[src/shared/mwdog_cfg.svh]
`ifndef MWDOG_CFG_SVH
`define MWDOG_CFG_SVH

// ==========================================
// Register indexes (byte address = 4 * index)
`define MWD_IDX_FREQ     8'h51
`define MWD_IDX_CTRL     8'hD6
`define MWD_IDX_OFF      8'hD7
`define MWD_IDX_STATUS   8'hE0
`define MWD_IDX_MASK     8'hE1

// ==========================================
// Field positions and values
`define MWD_FREQ_MSB     6
`define MWD_TMO_MSB      15
`define MWD_CNT_LSB      16
`define MWD_ST_EXPIRE    0
`define MWD_ST_NACK      1
`define MWD_OFF_MAGIC    32'h0D15AB1E
`define MWD_OFF_ENABLE   32'h00000000

// ==========================================
// Reset values
`define MWD_FREQ_RST     7'h19
`define MWD_TMO_RST      16'h03E8
`define MWD_CNT_RST      16'h0000
`define MWD_OFF_RST      32'h0D15AB1E

// ==========================================
// Frequency limits and tick timing
`define MWD_FREQ_MIN     7'h05
`define MWD_FREQ_MAX     7'h64
`define MWD_TICK_US      17'h003E8

`endif

[src/shared/mwdog_pkg.sv]
package mwdog_pkg;

  typedef enum logic [1:0] {
    MWDOG_RESP_OKAY   = 2'h0,
    MWDOG_RESP_SLVERR = 2'h2,
    MWDOG_RESP_DECERR = 2'h3
  } mwdog_resp_type;

  typedef enum logic {
    MWDOG_BUS_IDLE   = 1'b0,
    MWDOG_BUS_ANSWER = 1'b1
  } mwdog_bus_type;

endpackage

[src/design/mwdog_sync.sv]
`timescale 1ns/1ps

module mwdog_sync (
  input  wire logic mclk,
  input  wire logic reset,
  input  wire logic async_in,
  output logic      sync_out
);

  logic meta_reg;
  logic meta_next;
  logic sync_reg;
  logic sync_next;

  always_comb begin
    meta_next = async_in;
    sync_next = meta_reg;
  end

  always_ff @(posedge mclk or posedge reset) begin
    if (reset) begin
      meta_reg <= 1'b0;
      sync_reg <= 1'b0;
    end else begin
      meta_reg <= meta_next;
      sync_reg <= sync_next;
    end
  end

  assign sync_out = sync_reg;

endmodule

[src/design/mwdog_tick.sv]
`timescale 1ns/1ps
`include "mwdog_cfg.svh"

module mwdog_tick (
  input  wire logic       mclk,
  input  wire logic       reset,
  input  wire logic [6:0] freq_mhz,
  output logic            tick
);

  logic [16:0] div_cnt_reg;
  logic [16:0] div_cnt_next;
  logic        tick_reg;
  logic        tick_next;
  logic [16:0] divisor;

  // ==========================================
  // Free-running prescaler, one pulse per millisecond
  always_comb begin
    divisor = 17'(freq_mhz) * `MWD_TICK_US;
    tick_next = 1'b0;
    div_cnt_next = div_cnt_reg + 17'h00001;
    // A smaller setting written mid-count wraps at once, not after 2^17
    if (div_cnt_reg >= divisor - 17'h00001) begin
      div_cnt_next = 17'h00000;
      tick_next = 1'b1;
    end
  end

  always_ff @(posedge mclk or posedge reset) begin
    if (reset) begin
      div_cnt_reg <= 17'h00000;
      tick_reg <= 1'b0;
    end else begin
      div_cnt_reg <= div_cnt_next;
      tick_reg <= tick_next;
    end
  end

  assign tick = tick_reg;

  AST_TICK_SPACING: assert property (
    @(posedge mclk) disable iff (reset) tick |=> !tick [*4])
    else $error("millisecond ticks too close together");

endmodule

[src/design/mwdog_top.sv]
// Design decision made here: register access over Avalon-MM.
`timescale 1ns/1ps
`include "mwdog_cfg.svh"

// Contract
// - Timeout counts one-millisecond ticks, spanning about 1 ms to 65 s.
// - Counter advances only in running power state, holds otherwise.
// - Timeout write needs exact 16-bit complement above it, else NACK.
// - Expiry resets the processing tile.
// - Software kicks periodically; each kick restarts countdown from timeout.
// - Control upper half is read-only current count, reset zero.
// - Control lower half holds timeout ticks, read-write, reset 1000.
// - Expiry initiates a system reset.
// - Magic disable word resets the counter and stops counting.
// - Writing zero enables; disable register 32-bit RW, resets to magic.
// - Frequency field holds oscillator MHz, read-write, reset 25.
// - Frequency writes outside 5 to 100 are ignored and NACKed.
// - Tick derives from system clock using programmed frequency.
// - Expiry is a source of the system-level reset.
module mwdog_top (
  input  wire logic        mclk,
  input  wire logic        reset,
  input  wire logic [9:0]  avs_address,
  input  wire logic        avs_read,
  input  wire logic        avs_write,
  input  wire logic [31:0] avs_writedata,
  output logic [31:0]      avs_readdata,
  output logic             avs_waitrequest,
  output logic [1:0]       avs_response,
  input  wire logic        running_power_state,
  output logic             tile_reset_req,
  output logic             sys_reset_req,
  output logic             irq
);

  // ==========================================
  // Clock-domain entry and tick
  logic running_power_state_s;
  logic tick;
  logic [6:0] freq_reg;

  mwdog_sync u_sync (
    .mclk     (mclk),
    .reset    (reset),
    .async_in (running_power_state),
    .sync_out (running_power_state_s)
  );

  mwdog_tick u_tick (
    .mclk     (mclk),
    .reset    (reset),
    .freq_mhz (freq_reg),
    .tick     (tick)
  );

  // ==========================================
  // Register state
  mwdog_pkg::mwdog_bus_type state_reg;
  mwdog_pkg::mwdog_bus_type state_next;
  mwdog_pkg::mwdog_resp_type resp_reg;
  mwdog_pkg::mwdog_resp_type resp_next;
  logic [31:0] rdata_reg;
  logic [31:0] rdata_next;
  logic [6:0]  freq_next;
  logic [15:0] timeout_reg;
  logic [15:0] timeout_next;
  logic [15:0] count_reg;
  logic [15:0] count_next;
  logic [31:0] off_reg;
  logic [31:0] off_next;
  logic        expire_reg;
  logic        expire_next;
  logic [1:0]  status_reg;
  logic [1:0]  status_next;
  logic [1:0]  mask_reg;
  logic [1:0]  mask_next;

  logic [7:0]  idx;
  logic        enabled;
  logic        commit;
  logic        wr_ok;
  logic        nack_evt;
  logic        run;
  logic [1:0]  events;

  function automatic logic cmpl_ok(input logic [31:0] d);
    cmpl_ok = (d[31:16] == ~d[15:0]);
  endfunction

  function automatic logic freq_ok(input logic [6:0] f, input logic [31:0] d);
    freq_ok = (d[31:7] == 25'h0000000) && (f >= `MWD_FREQ_MIN) && (f <= `MWD_FREQ_MAX);
  endfunction

  assign idx      = avs_address[9:2];
  assign enabled  = (off_reg != `MWD_OFF_MAGIC);
  assign commit   = (state_reg == mwdog_pkg::MWDOG_BUS_ANSWER) && avs_write;
  assign wr_ok    = commit && (resp_reg == mwdog_pkg::MWDOG_RESP_OKAY);
  assign nack_evt = commit && (resp_reg == mwdog_pkg::MWDOG_RESP_SLVERR);
  assign run      = enabled && running_power_state_s && tick;

  // ==========================================
  // Avalon slave: request seen in IDLE, answered in ANSWER
  always_comb begin
    state_next = state_reg;
    resp_next = resp_reg;
    rdata_next = rdata_reg;
    case (state_reg)
      mwdog_pkg::MWDOG_BUS_IDLE: begin
        if (avs_read || avs_write) begin
          state_next = mwdog_pkg::MWDOG_BUS_ANSWER;
          resp_next = mwdog_pkg::MWDOG_RESP_OKAY;
          rdata_next = 32'h00000000;
          case (idx)
            `MWD_IDX_FREQ: begin
              rdata_next = {25'h0000000, freq_reg};
              if (avs_write && !freq_ok(avs_writedata[6:0], avs_writedata)) begin
                resp_next = mwdog_pkg::MWDOG_RESP_SLVERR;
              end
            end
            `MWD_IDX_CTRL: begin
              rdata_next = {count_reg, timeout_reg};
              if (avs_write && !cmpl_ok(avs_writedata)) begin
                resp_next = mwdog_pkg::MWDOG_RESP_SLVERR;
              end
            end
            `MWD_IDX_OFF: begin
              rdata_next = off_reg;
            end
            `MWD_IDX_STATUS: begin
              rdata_next = {30'h00000000, status_reg};
            end
            `MWD_IDX_MASK: begin
              rdata_next = {30'h00000000, mask_reg};
            end
            default: begin
              resp_next = mwdog_pkg::MWDOG_RESP_DECERR;
            end
          endcase
        end
      end
      mwdog_pkg::MWDOG_BUS_ANSWER: begin
        state_next = mwdog_pkg::MWDOG_BUS_IDLE;
      end
      default: begin
        state_next = mwdog_pkg::MWDOG_BUS_IDLE;
      end
    endcase
  end

  always_ff @(posedge mclk or posedge reset) begin
    if (reset) begin
      state_reg <= mwdog_pkg::MWDOG_BUS_IDLE;
      resp_reg <= mwdog_pkg::MWDOG_RESP_OKAY;
      rdata_reg <= 32'h00000000;
    end else begin
      state_reg <= state_next;
      resp_reg <= resp_next;
      rdata_reg <= rdata_next;
    end
  end

  // Wait state is combinational so a request is released on the answer edge
  assign avs_waitrequest = (avs_read || avs_write) && (state_reg != mwdog_pkg::MWDOG_BUS_ANSWER);
  assign avs_readdata = rdata_reg;
  assign avs_response = resp_reg;

  // ==========================================
  // Watchdog core
  always_comb begin
    freq_next = freq_reg;
    timeout_next = timeout_reg;
    count_next = count_reg;
    off_next = off_reg;
    expire_next = 1'b0;
    if (run) begin
      // Count of one reaches expiry on this tick; zero expires every tick
      if (count_reg <= 16'h0001) begin
        expire_next = 1'b1;
        count_next = timeout_reg;
      end else begin
        count_next = count_reg - 16'h0001;
      end
    end
    // A write on the same edge as a tick wins: software intent is newer
    if (wr_ok) begin
      case (idx)
        `MWD_IDX_FREQ: begin
          freq_next = avs_writedata[`MWD_FREQ_MSB:0];
        end
        `MWD_IDX_CTRL: begin
          timeout_next = avs_writedata[`MWD_TMO_MSB:0];
          count_next = avs_writedata[`MWD_TMO_MSB:0];
          expire_next = 1'b0;
        end
        `MWD_IDX_OFF: begin
          off_next = avs_writedata;
          if (avs_writedata == `MWD_OFF_MAGIC) begin
            count_next = `MWD_CNT_RST;
            expire_next = 1'b0;
          end else if (!enabled) begin
            count_next = timeout_reg;
          end
        end
        default: begin
        end
      endcase
    end
  end

  always_ff @(posedge mclk or posedge reset) begin
    if (reset) begin
      freq_reg <= `MWD_FREQ_RST;
      timeout_reg <= `MWD_TMO_RST;
      count_reg <= `MWD_CNT_RST;
      off_reg <= `MWD_OFF_RST;
      expire_reg <= 1'b0;
    end else begin
      freq_reg <= freq_next;
      timeout_reg <= timeout_next;
      count_reg <= count_next;
      off_reg <= off_next;
      expire_reg <= expire_next;
    end
  end

  assign tile_reset_req = expire_reg;
  assign sys_reset_req = expire_reg;

  // ==========================================
  // Interrupt status and mask
  assign events = {nack_evt, expire_reg};

  always_comb begin
    status_next = status_reg;
    mask_next = mask_reg;
    if (wr_ok && (idx == `MWD_IDX_STATUS)) begin
      status_next = status_reg & ~avs_writedata[1:0];
    end
    if (wr_ok && (idx == `MWD_IDX_MASK)) begin
      mask_next = avs_writedata[1:0];
    end
    // New events set after the clear so none is lost
    status_next = status_next | events;
  end

  always_ff @(posedge mclk or posedge reset) begin
    if (reset) begin
      status_reg <= 2'h0;
      mask_reg <= 2'h0;
    end else begin
      status_reg <= status_next;
      mask_reg <= mask_next;
    end
  end

  assign irq = |(status_reg & mask_reg);

  // ==========================================
  // Checks
  AST_HOLD_ASLEEP: assert property (
    @(posedge mclk) disable iff (reset)
    (!running_power_state_s && !commit) |=> (count_reg == $past(count_reg)))
    else $error("count moved outside running power state");

  AST_COUNT_DOWN: assert property (
    @(posedge mclk) disable iff (reset)
    (run && (count_reg > 16'h0001) && !commit) |=> (count_reg == $past(count_reg) - 16'h0001))
    else $error("count did not step down by one on a tick");

  AST_CTRL_NACK: assert property (
    @(posedge mclk) disable iff (reset)
    ((state_reg == mwdog_pkg::MWDOG_BUS_IDLE) && avs_write && (idx == `MWD_IDX_CTRL)
      && !cmpl_ok(avs_writedata))
    |=> (avs_response == mwdog_pkg::MWDOG_RESP_SLVERR) && !avs_waitrequest)
    else $error("bad complement not refused");

  AST_KICK_LOADS: assert property (
    @(posedge mclk) disable iff (reset)
    (wr_ok && (idx == `MWD_IDX_CTRL))
    |=> (count_reg == $past(avs_writedata[15:0])) && (timeout_reg == count_reg))
    else $error("kick did not reload countdown");

  AST_FREQ_RANGE: assert property (
    @(posedge mclk) disable iff (reset)
    (commit && (idx == `MWD_IDX_FREQ) && !freq_ok(avs_writedata[6:0], avs_writedata))
    |=> (freq_reg == $past(freq_reg)))
    else $error("out-of-range frequency stored");

  AST_MAGIC_STOPS: assert property (
    @(posedge mclk) disable iff (reset)
    (wr_ok && (idx == `MWD_IDX_OFF) && (avs_writedata == `MWD_OFF_MAGIC))
    |=> (count_reg == 16'h0000) ##1 (count_reg == 16'h0000) && !tile_reset_req)
    else $error("magic word did not stop the watchdog");

  AST_EXPIRE_RESET: assert property (
    @(posedge mclk) disable iff (reset)
    (run && (count_reg == 16'h0001) && !commit)
    |=> tile_reset_req && sys_reset_req && (count_reg == timeout_reg) ##1 !tile_reset_req)
    else $error("expiry did not raise a one-cycle reset request");

  AST_READ_COUNT: assert property (
    @(posedge mclk) disable iff (reset)
    ((state_reg == mwdog_pkg::MWDOG_BUS_IDLE) && avs_read && (idx == `MWD_IDX_CTRL))
    |=> (avs_readdata == {$past(count_reg), $past(timeout_reg)}))
    else $error("control read did not show count and timeout");

endmodule

[config.mk]
export PLATFORM = sky130hd
export DESIGN_NAME = mwdog_top
export DESIGN_NICKNAME = d
export VERILOG_FILES = /design/src/shared/mwdog_pkg.sv /design/src/design/mwdog_sync.sv /design/src/design/mwdog_tick.sv /design/src/design/mwdog_top.sv
export VERILOG_INCLUDE_DIRS = /design/src /design/src/shared
export SDC_FILE = /design/constraint.sdc
export NUM_CORES = 1
export LEC_CHECK = 0
export BUFFER_PORTS_ARGS = -buffer_cell sky130_fd_sc_hd__buf_2
export CAP_MARGIN = 10
export CORE_MARGIN = 4
export CORE_UTILIZATION = 45
export CTS_CLUSTER_SIZE = 25
export DETAILED_ROUTE_END_ITERATION = 10
export PLACE_DENSITY = 0.66
export SETUP_SLACK_MARGIN = 0.15
export SLEW_MARGIN = 20
export SYNTH_ARGS = -nofsm -noshare
export SYNTH_HDL_FRONTEND = slang
export SYNTH_SLANG_ARGS = --single-unit
[constraint.sdc]
create_clock -name mclk -period 5.9 [get_ports mclk]
set_input_delay 0.59 -clock mclk [delete_from_list [all_inputs] [get_ports mclk]]
set_output_delay 0.59 -clock mclk [all_outputs]
set_load 0.01 [all_outputs]
==> metrics, run 1 <==
Psw=0.000507 W; Min-Delay Endpoint=u_sync.meta_reg; r2r startpoint=freq_reg[0]; Max VDD drop=0.000192 V; R2R setup slack=0.03 ns; fin crit period=5.87 ns; Die ar.=0.0205 mm²; PwrDens=214 mW/mm²; Crit. End Element=register; status=complete, no violations; switch share=0.239; fillers=1579; Synth Area per Inst=10.3 µm²; unrepaired setup endpoints after global routing=yes; # hold bufs at CTS=0; Core Area=0.0180 mm²; Clock Latency Late Sink=0.42 ns; fin crit share=0.996; CP required=6.24 ns; synth warn=0; DRC viols=0; die width=143 µm; CTS Buffer Depth=2; via count=6581; ys flop type=dfrtp_1; Synth Area in Simple Gates=0.139; R2R cell count=23; Via-to-Cell Ratio=5.75; highest clock rate=170 MHz; Num CTS Buffers=17; adder-cell area share of the yosys netlist=0.123; Final Hold Vio Count=0; H-tree depth=4; number of global-route vias before repair=6123; Post-Syn Area=0.00823 mm²; placed cells=1103; Comb power frac=0.059; Worst R2R End=u_tick.div_cnt_reg[12]; top cell type's share of synthesized area=0.325; delay-heaviest family, CP=adder cells; Hold Crit Start=running_power_state; pin count of the biggest net entering global routing=78; Int Pwr=0.00162 W; crit-path max FO=5; critical path, cell by cell=fa_1 > fa_1 > inv_1 > fa_1 > fa_1 > inv_2 > ha_4 > o21a_1 > o31a_1 > buf_4 > o31a_1 > a21oi_2 > or3_4 > xor2_2 > ha_1 > or2_4 > a21oi_2 > a21oi_2 > buf_4 > a2111oi_4 > o41ai_4 > clkbuf_16 > nor2_1; Worst path max stage delay=0.54 ns; Max-slew headroom=0.369; post-synthesis cell type count=63; Crit-path slowest cell=dfstp_2; cell mode on critical path=fa_1; Die Ht=143 µm; Synth Area in XOR/XNOR=0.0542; Sink Count=131; post-synthesis sequential area ratio=0.402; stages on the worst setup path=23; Hold Path Class=in2reg; final WL=21100 µm; IO Pins=85; Buf/Inv on CP=5; # setup viols final=0; total congestion overflow=0; Finished Layout Cells=1144; sequential share of power=0.430; Final Cell Area=0.00994 mm²; Slew Limit Fails=0; Compound-Gate Fraction of Synth Area=0.126; Leakage=4.72 nW; Final Util=0.553; Synth area leader=dfrtp_1; GP Congestion=0.912; Clk pwr share=0.510; Setup CP Type=reg2reg; GRT Total Usage=0.203; port bufs=82; placed inst area=0.00905 mm²; WP data arrival=6.22 ns; Max Clock Skew=0.0122 ns; CTS clk-pin slew, worst paths=0.06 ns; Total Power=0.00212 W; Mapped Cells=803; initial antenna violation count=1; DR pass1 iterations=5; number of synthesized register bits=131; main combinational cell family by area after synthesis=simple AND/OR/NAND/NOR gates; CTS root buf=clkbuf_16; synthesized netlist net count=920; Async S/R FF share, synth=1.00; # rows=49; Worst Hold Depth=1; WHS=0.285 ns; ANT cells=0; post-synthesis mux area share=0.118; EDFF count, synth=0; starting DRC count in detailed routing=493; synthesis-to-layout area growth=20.7%; first-pass GRT wire length=32800 µm; Slew @ Worst Pin=0.947 ns; Final nets=1019; Starting Density=0.458; Max Cap Violations=0; Startpoint Class=register; Synth area leaders=dfrtp_1 33%, mux2_2 7.9%, ha_1 7.9%, dfstp_2 7.7%, fa_1 4.4%; Routed wire per std cell=18.4 µm; DP HPWL=14600 µm; fraction of layout cells with a size suffix above 1=0.308; CTS tree=built; post-route ant nets=0
## placed cells by master (no fill, tap or decap), types with 4 or more instances in the layout
| master | synthesis | routed |
|---|---|---|
| o21ai_0 | 20 | 19 |
| dfstp_2 | 24 | 24 |
| and3_1 | 5 | 5 |
| clkinvlp_4 | 0 | 4 |
| xor2_1 | 32 | 30 |
| nor2_2 | 0 | 11 |
| ha_4 | 0 | 5 |
| nand4_1 | 11 | 11 |
| o21ai_1 | 16 | 17 |
| a21oi_1 | 40 | 36 |
| buf_4 | 1 | 32 |
| mux2_2 | 58 | 58 |
| nor2b_1 | 7 | 7 |
| o31ai_1 | 28 | 27 |
| mux2i_1 | 32 | 32 |
| clkbuf_16 | 0 | 19 |
| xnor2_1 | 19 | 18 |
| fa_1 | 18 | 18 |
| buf_2 | 2 | 82 |
| nand2_1 | 64 | 63 |
| or2_1 | 6 | 6 |
| nor2_4 | 0 | 5 |
| a22oi_1 | 8 | 8 |
| dfrtp_1 | 107 | 107 |
| nor4bb_1 | 5 | 4 |
| a21oi_2 | 0 | 4 |
| ha_1 | 52 | 47 |
| nand3_1 | 20 | 20 |
| inv_1 | 41 | 39 |
| nor4_1 | 11 | 11 |
| nor3_1 | 17 | 17 |
| nor2_1 | 52 | 36 |
| a211oi_1 | 8 | 8 |
| a221o_1 | 9 | 9 |
## worst max-delay path by stage
stage | startpoint | endpoint | slack [ns]
6_report | freq_reg[0] | u_tick.div_cnt_reg[12] | 0.03
5_1_grt | freq_reg[1] | u_tick.div_cnt_reg[12] | -0.20
4_1_cts | freq_reg[0] | u_tick.div_cnt_reg[10] | 0.11
3_5_place_dp | freq_reg[0] | u_tick.div_cnt_reg[5] | -0.18
3_3_place_gp | freq_reg[0] | u_tick.div_cnt_reg[16] | -0.15
2_1_floorplan | freq_reg[0] | u_tick.div_cnt_reg[11] | 0.18
## worst register-to-register path, stage by stage (launching register included)
cell	delay, ns
dfstp_2	0.54
fa_1	0.45
fa_1	0.51
inv_1	0.05
fa_1	0.44
fa_1	0.52
inv_2	0.05
ha_4	0.27
o21a_1	0.12
o31a_1	0.16
buf_4	0.13
o31a_1	0.21
a21oi_2	0.07
or3_4	0.39
xor2_2	0.15
ha_1	0.32
or2_4	0.25
a21oi_2	0.13
a21oi_2	0.06
buf_4	0.15
a2111oi_4	0.32
o41ai_4	0.19
clkbuf_16	0.21
nor2_1	0.12
## synthesized netlist by cell type (5+ instances only)
master and instances:
mux2i_1 32, nor4_1 11, a22oi_1 8, dfrtp_1 107, nand2_1 64, inv_1 41, or2_1 6, o31ai_1 28
mux2_2 58, xor2_1 32, and3_1 5, nor2b_1 7, buf_1 6, clkbuf_1 28, dfstp_2 24, a21oi_1 40
nand3_1 20, nor4bb_1 5, o21ai_0 20, o21ai_1 16, nand4_1 11, a221o_1 9, ha_1 52, nor2_1 52
a211oi_1 8, xnor2_1 19, fa_1 18, nor3_1 17
## power groups by stage
stage          clock (W)  sequential, W  combinational (W)
6_report         0.00108       0.000914           0.000126
5_1_grt          0.00115       0.000914           0.000138
4_1_cts          0.00110       0.000913           0.000125
3_5_place_dp           0       0.000929           0.000125
3_3_place_gp           0       0.000929           0.000124
2_1_floorplan          0       0.000929          0.0000657
## cell families (layout without fill, tap and decap cells)
kind of cell | count (synthesis) | after routing
flops | 131 | 131
xor+xnor | 51 | 51
buf+inv | 79 | 191
compound gates | 158 | 158
fa+ha+maj | 70 | 70
simple gates | 224 | 224
mux | 90 | 90
## final cells by class
class                           instances  area [µm²]  share of cell area
Inverter                               41         156              0.0157
Timing Repair Buffer                  118         723              0.0728
Clock inverter                         14         176              0.0177
Sequential cell                       131        3310               0.333
Clock buffer                           18         429              0.0432
Multi-Input combinational cell        593        4860               0.489
Tap cell                              229         287              0.0288
## layer usage
metal / vias up / track usage / part of all wire
met5: - / 0 / 0.00081
met4: 2 / 0.0595 / 0.018
met3: 38 / 0.0466 / 0.068
met2: 223 / 0.300 / 0.45
met1: 3222 / 0.299 / 0.46
li1: 3096 / - / -
## what timing repair did
item,4_1_cts,5_1_grt
pin swaps,2,22
setup endpoints to repair,18,18
gates cloned,0,3
setup buffers,3,3
resized for setup,2,37
## per-stage QoR
| stage | setup slack, ns | TNS [ns] |
|---|---|---|
| after global placement | -0.151 | -2.52 |
| after CTS | 0.111 | 0 |
| final | 0.0250 | 0 |
| after global routing | -0.205 | -2.93 |
| after detailed placement | -0.179 | -2.64 |
| after floorplan | 0.184 | 0 |
Power figures use the tool's default switching activity.
==> run 2, diff against run 1 <==
Settings changed: PLACE_DENSITY 0.66 to not set.
Clock period 5.9 ns to 6.1 ns, I/O delays scaled along.
==> metrics, run 2 (same netlist as run 1, synthesis figures left out) <==
Int Pwr=0.00153 W (was 0.00162 W); switch share=0.238 (was 0.239); Starting Density=0.458 (unchanged); highest clock rate=169 MHz (was 170 MHz); PwrDens=201 mW/mm² (was 214 mW/mm²); pin count of the biggest net entering global routing=69 (was 78); Worst R2R End=u_tick.div_cnt_reg[10] (was u_tick.div_cnt_reg[12]); Crit-path slowest cell=dfstp_2 (unchanged); Buf/Inv on CP=7 (was 5); Hold Path Class=in2async (was in2reg); Critical path origin=freq_reg[0] (unchanged); Setup crit end=u_tick.div_cnt_reg[10] (was u_tick.div_cnt_reg[12]); H-tree depth=4 (unchanged); port bufs=82 (unchanged); unrepaired setup endpoints after global routing=yes (unchanged); Max-slew headroom=0.307 (was 0.369); Via-to-Cell Ratio=5.87 (was 5.75); # setup viols final=0 (unchanged); DRC viols=0 (unchanged); Worst path max stage delay=0.57 ns (was 0.54 ns); initial antenna violation count=2 (was 1); Clk pwr share=0.496 (was 0.510); IO Pins=85 (unchanged); # hold bufs at CTS=0 (unchanged); fin crit share=0.969 (was 0.996); Die Ht=143 µm (unchanged); first-pass GRT wire length=36600 µm (was 32800 µm); starting DRC count in detailed routing=560 (was 493); r2r startpoint=freq_reg[0] (unchanged); DP HPWL=16600 µm (was 14600 µm); commonest non-fill, non-tap cell in the layout=dfrtp_1 (unchanged); # rows=49 (unchanged); CTS tree=built (unchanged); Clock Latency Late Sink=0.42 ns (about the same); Max Cap Violations=0 (unchanged); Psw=0.000476 W (was 0.000507 W); Max Clock Skew=0.0117 ns (was 0.0122 ns); Num CTS Buffers=17 (unchanged); post-route ant nets=0 (unchanged); fraction of layout cells with a size suffix above 1=0.303 (was 0.308); Sink Count=131 (unchanged); fin crit period=5.91 ns (was 5.87 ns); R2R cell count=24 (was 23); Comb power frac=0.062 (was 0.059); Startpoint Class=register (unchanged); via count=6697 (was 6581); Final Cell Area=0.00995 mm² (was 0.00994 mm²); WP data arrival=6.21 ns (was 6.22 ns); delay-heaviest family, CP=adder cells (unchanged); most frequent cells in the layout=107 x dfrtp_1, 82 x buf_2, 64 x nand2_1, 58 x mux2_2, 47 x ha_1 (was 107 x dfrtp_1, 82 x buf_2, 63 x nand2_1, 58 x mux2_2, 47 x ha_1); Final Hold Vio Count=0 (unchanged); final WL=23300 µm (was 21100 µm); status=complete, no violations (unchanged); critical path, cell by cell=fa_1 > fa_1 > inv_1 > fa_1 > fa_1 > inv_2 > ha_4 > o21a_1 > o31a_1 > buf_4 > o31a_1 > buf_4 > o31ai_4 > xnor2_2 > xnor2_1 > ha_1 > a21oi_2 > a21oi_2 > buf_4 > a2111oi_4 > o41ai_4 > buf_6 > clkbuf_16 > nor2_4 (was fa_1 > fa_1 > inv_1 > fa_1 > fa_1 > inv_2 > ha_4 > o21a_1 > o31a_1 > buf_4 > o31a_1 > a21oi_2 > or3_4 > xor2_2 > ha_1 > or2_4 > a21oi_2 > a21oi_2 > buf_4 > a2111oi_4 > o41ai_4 > clkbuf_16 > nor2_1); die width=143 µm (unchanged); Core Area=0.0180 mm² (unchanged); sequential share of power=0.442 (was 0.430); Crit. End Element=register (unchanged); Routed wire per std cell=20.4 µm (was 18.4 µm); cell mode on critical path=fa_1 (unchanged); CTS root buf=clkbuf_16 (unchanged); Max VDD drop=0.000232 V (was 0.000192 V); GP Congestion=0.874 (was 0.912); Setup CP Type=reg2reg (unchanged); CTS clk-pin slew, worst paths=0.06 ns (about the same); GRT Total Usage=0.230 (was 0.203); Slew Limit Fails=0 (unchanged); stages on the worst setup path=24 (was 23); Leakage=4.71 nW (was 4.72 nW); number of global-route vias before repair=6759 (was 6123); CTS Buffer Depth=2 (unchanged); Die ar.=0.0205 mm² (unchanged); Slew @ Worst Pin=1.03 ns (was 0.947 ns); placed inst area=0.00898 mm² (was 0.00905 mm²); CP required=6.40 ns (was 6.24 ns); crit-path max FO=4 (was 5); Final nets=1014 (was 1019); R2R setup slack=0.19 ns (was 0.03 ns); synthesis-to-layout area growth=20.8% (was 20.7%); DR pass1 iterations=5 (unchanged); Total Power=0.00200 W (was 0.00212 W); total congestion overflow=0 (unchanged)
## run 2: changes by cell type in the layout (fill, tap and decap cells not counted), sizes merged
| cell | change |
|---|---|
| inv | -3 |
| diode | +1 |
| clkinvlp | -1 |
| clkinv | +4 |
| clkbuf | +1 |
| bufinv | -1 |
| buf | -5 |
## run 2: worst min-delay path by stage
stage	from	to	slack [ns]	cells past startpoint
2_1_floorplan	u_sync.meta_reg	u_sync.sync_out	0.33	0
3_3_place_gp	u_sync.meta_reg	u_sync.sync_out	0.34	0
3_5_place_dp	u_sync.meta_reg	u_sync.sync_out	0.34	0
4_1_cts	running_power_state	u_sync.meta_reg	0.32	1
5_1_grt	running_power_state	u_sync.meta_reg	0.32	1
6_report	reset	u_tick.div_cnt_reg[12]	0.33	2
## run 2: layout make-up
type,count,area [µm²]
Sequential cell,131,3310
Multi-Input combinational cell,593,4920
Fill cell,1566,8020
Clock inverter,13,134
Antenna cell,1,2.50
Timing Repair Buffer,113,698
Tap cell,229,287
Inverter,41,156
Clock buffer,19,443
## run 2: per-stage QoR
stage               hold WS (ns)  TNS [ns]  std cells   util  worst slack (ns)
floorplan                  0.331         0        803      -             0.176
global placement           0.343         0       1097  0.500            0.0325
detailed placement         0.341     -1.23       1097  0.500            -0.101
CTS                        0.317         0       1133  0.539             0.159
global route               0.320    -0.366       1140  0.554           -0.0448
finish                     0.327         0       1140  0.554             0.188
## run 2: power by group through the flow
stage	Sequential, W	Clock, W	Combinational (W)
global route	0.000884	0.00105	0.000136
floorplan	0.000899	0	0.0000635
CTS	0.000884	0.00101	0.000124
detailed placement	0.000899	0	0.000123
finish	0.000884	0.000994	0.000124
global placement	0.000898	0	0.000121
## run 2: timing repair
action	CTS	global route
setup buffers	2	5
resized for setup	9	41
setup endpoints to repair	18	18
pin swaps	11	21
cloned	2	1
## run 2: layer usage
| layer | GRT usage | wire (µm) |
|---|---|---|
| met4 | 0.0743 | 490 |
| met1 | 0.329 | 10700 |
| met5 | 0 | 13 |
| met3 | 0.0482 | 1310 |
| met2 | 0.350 | 10800 |
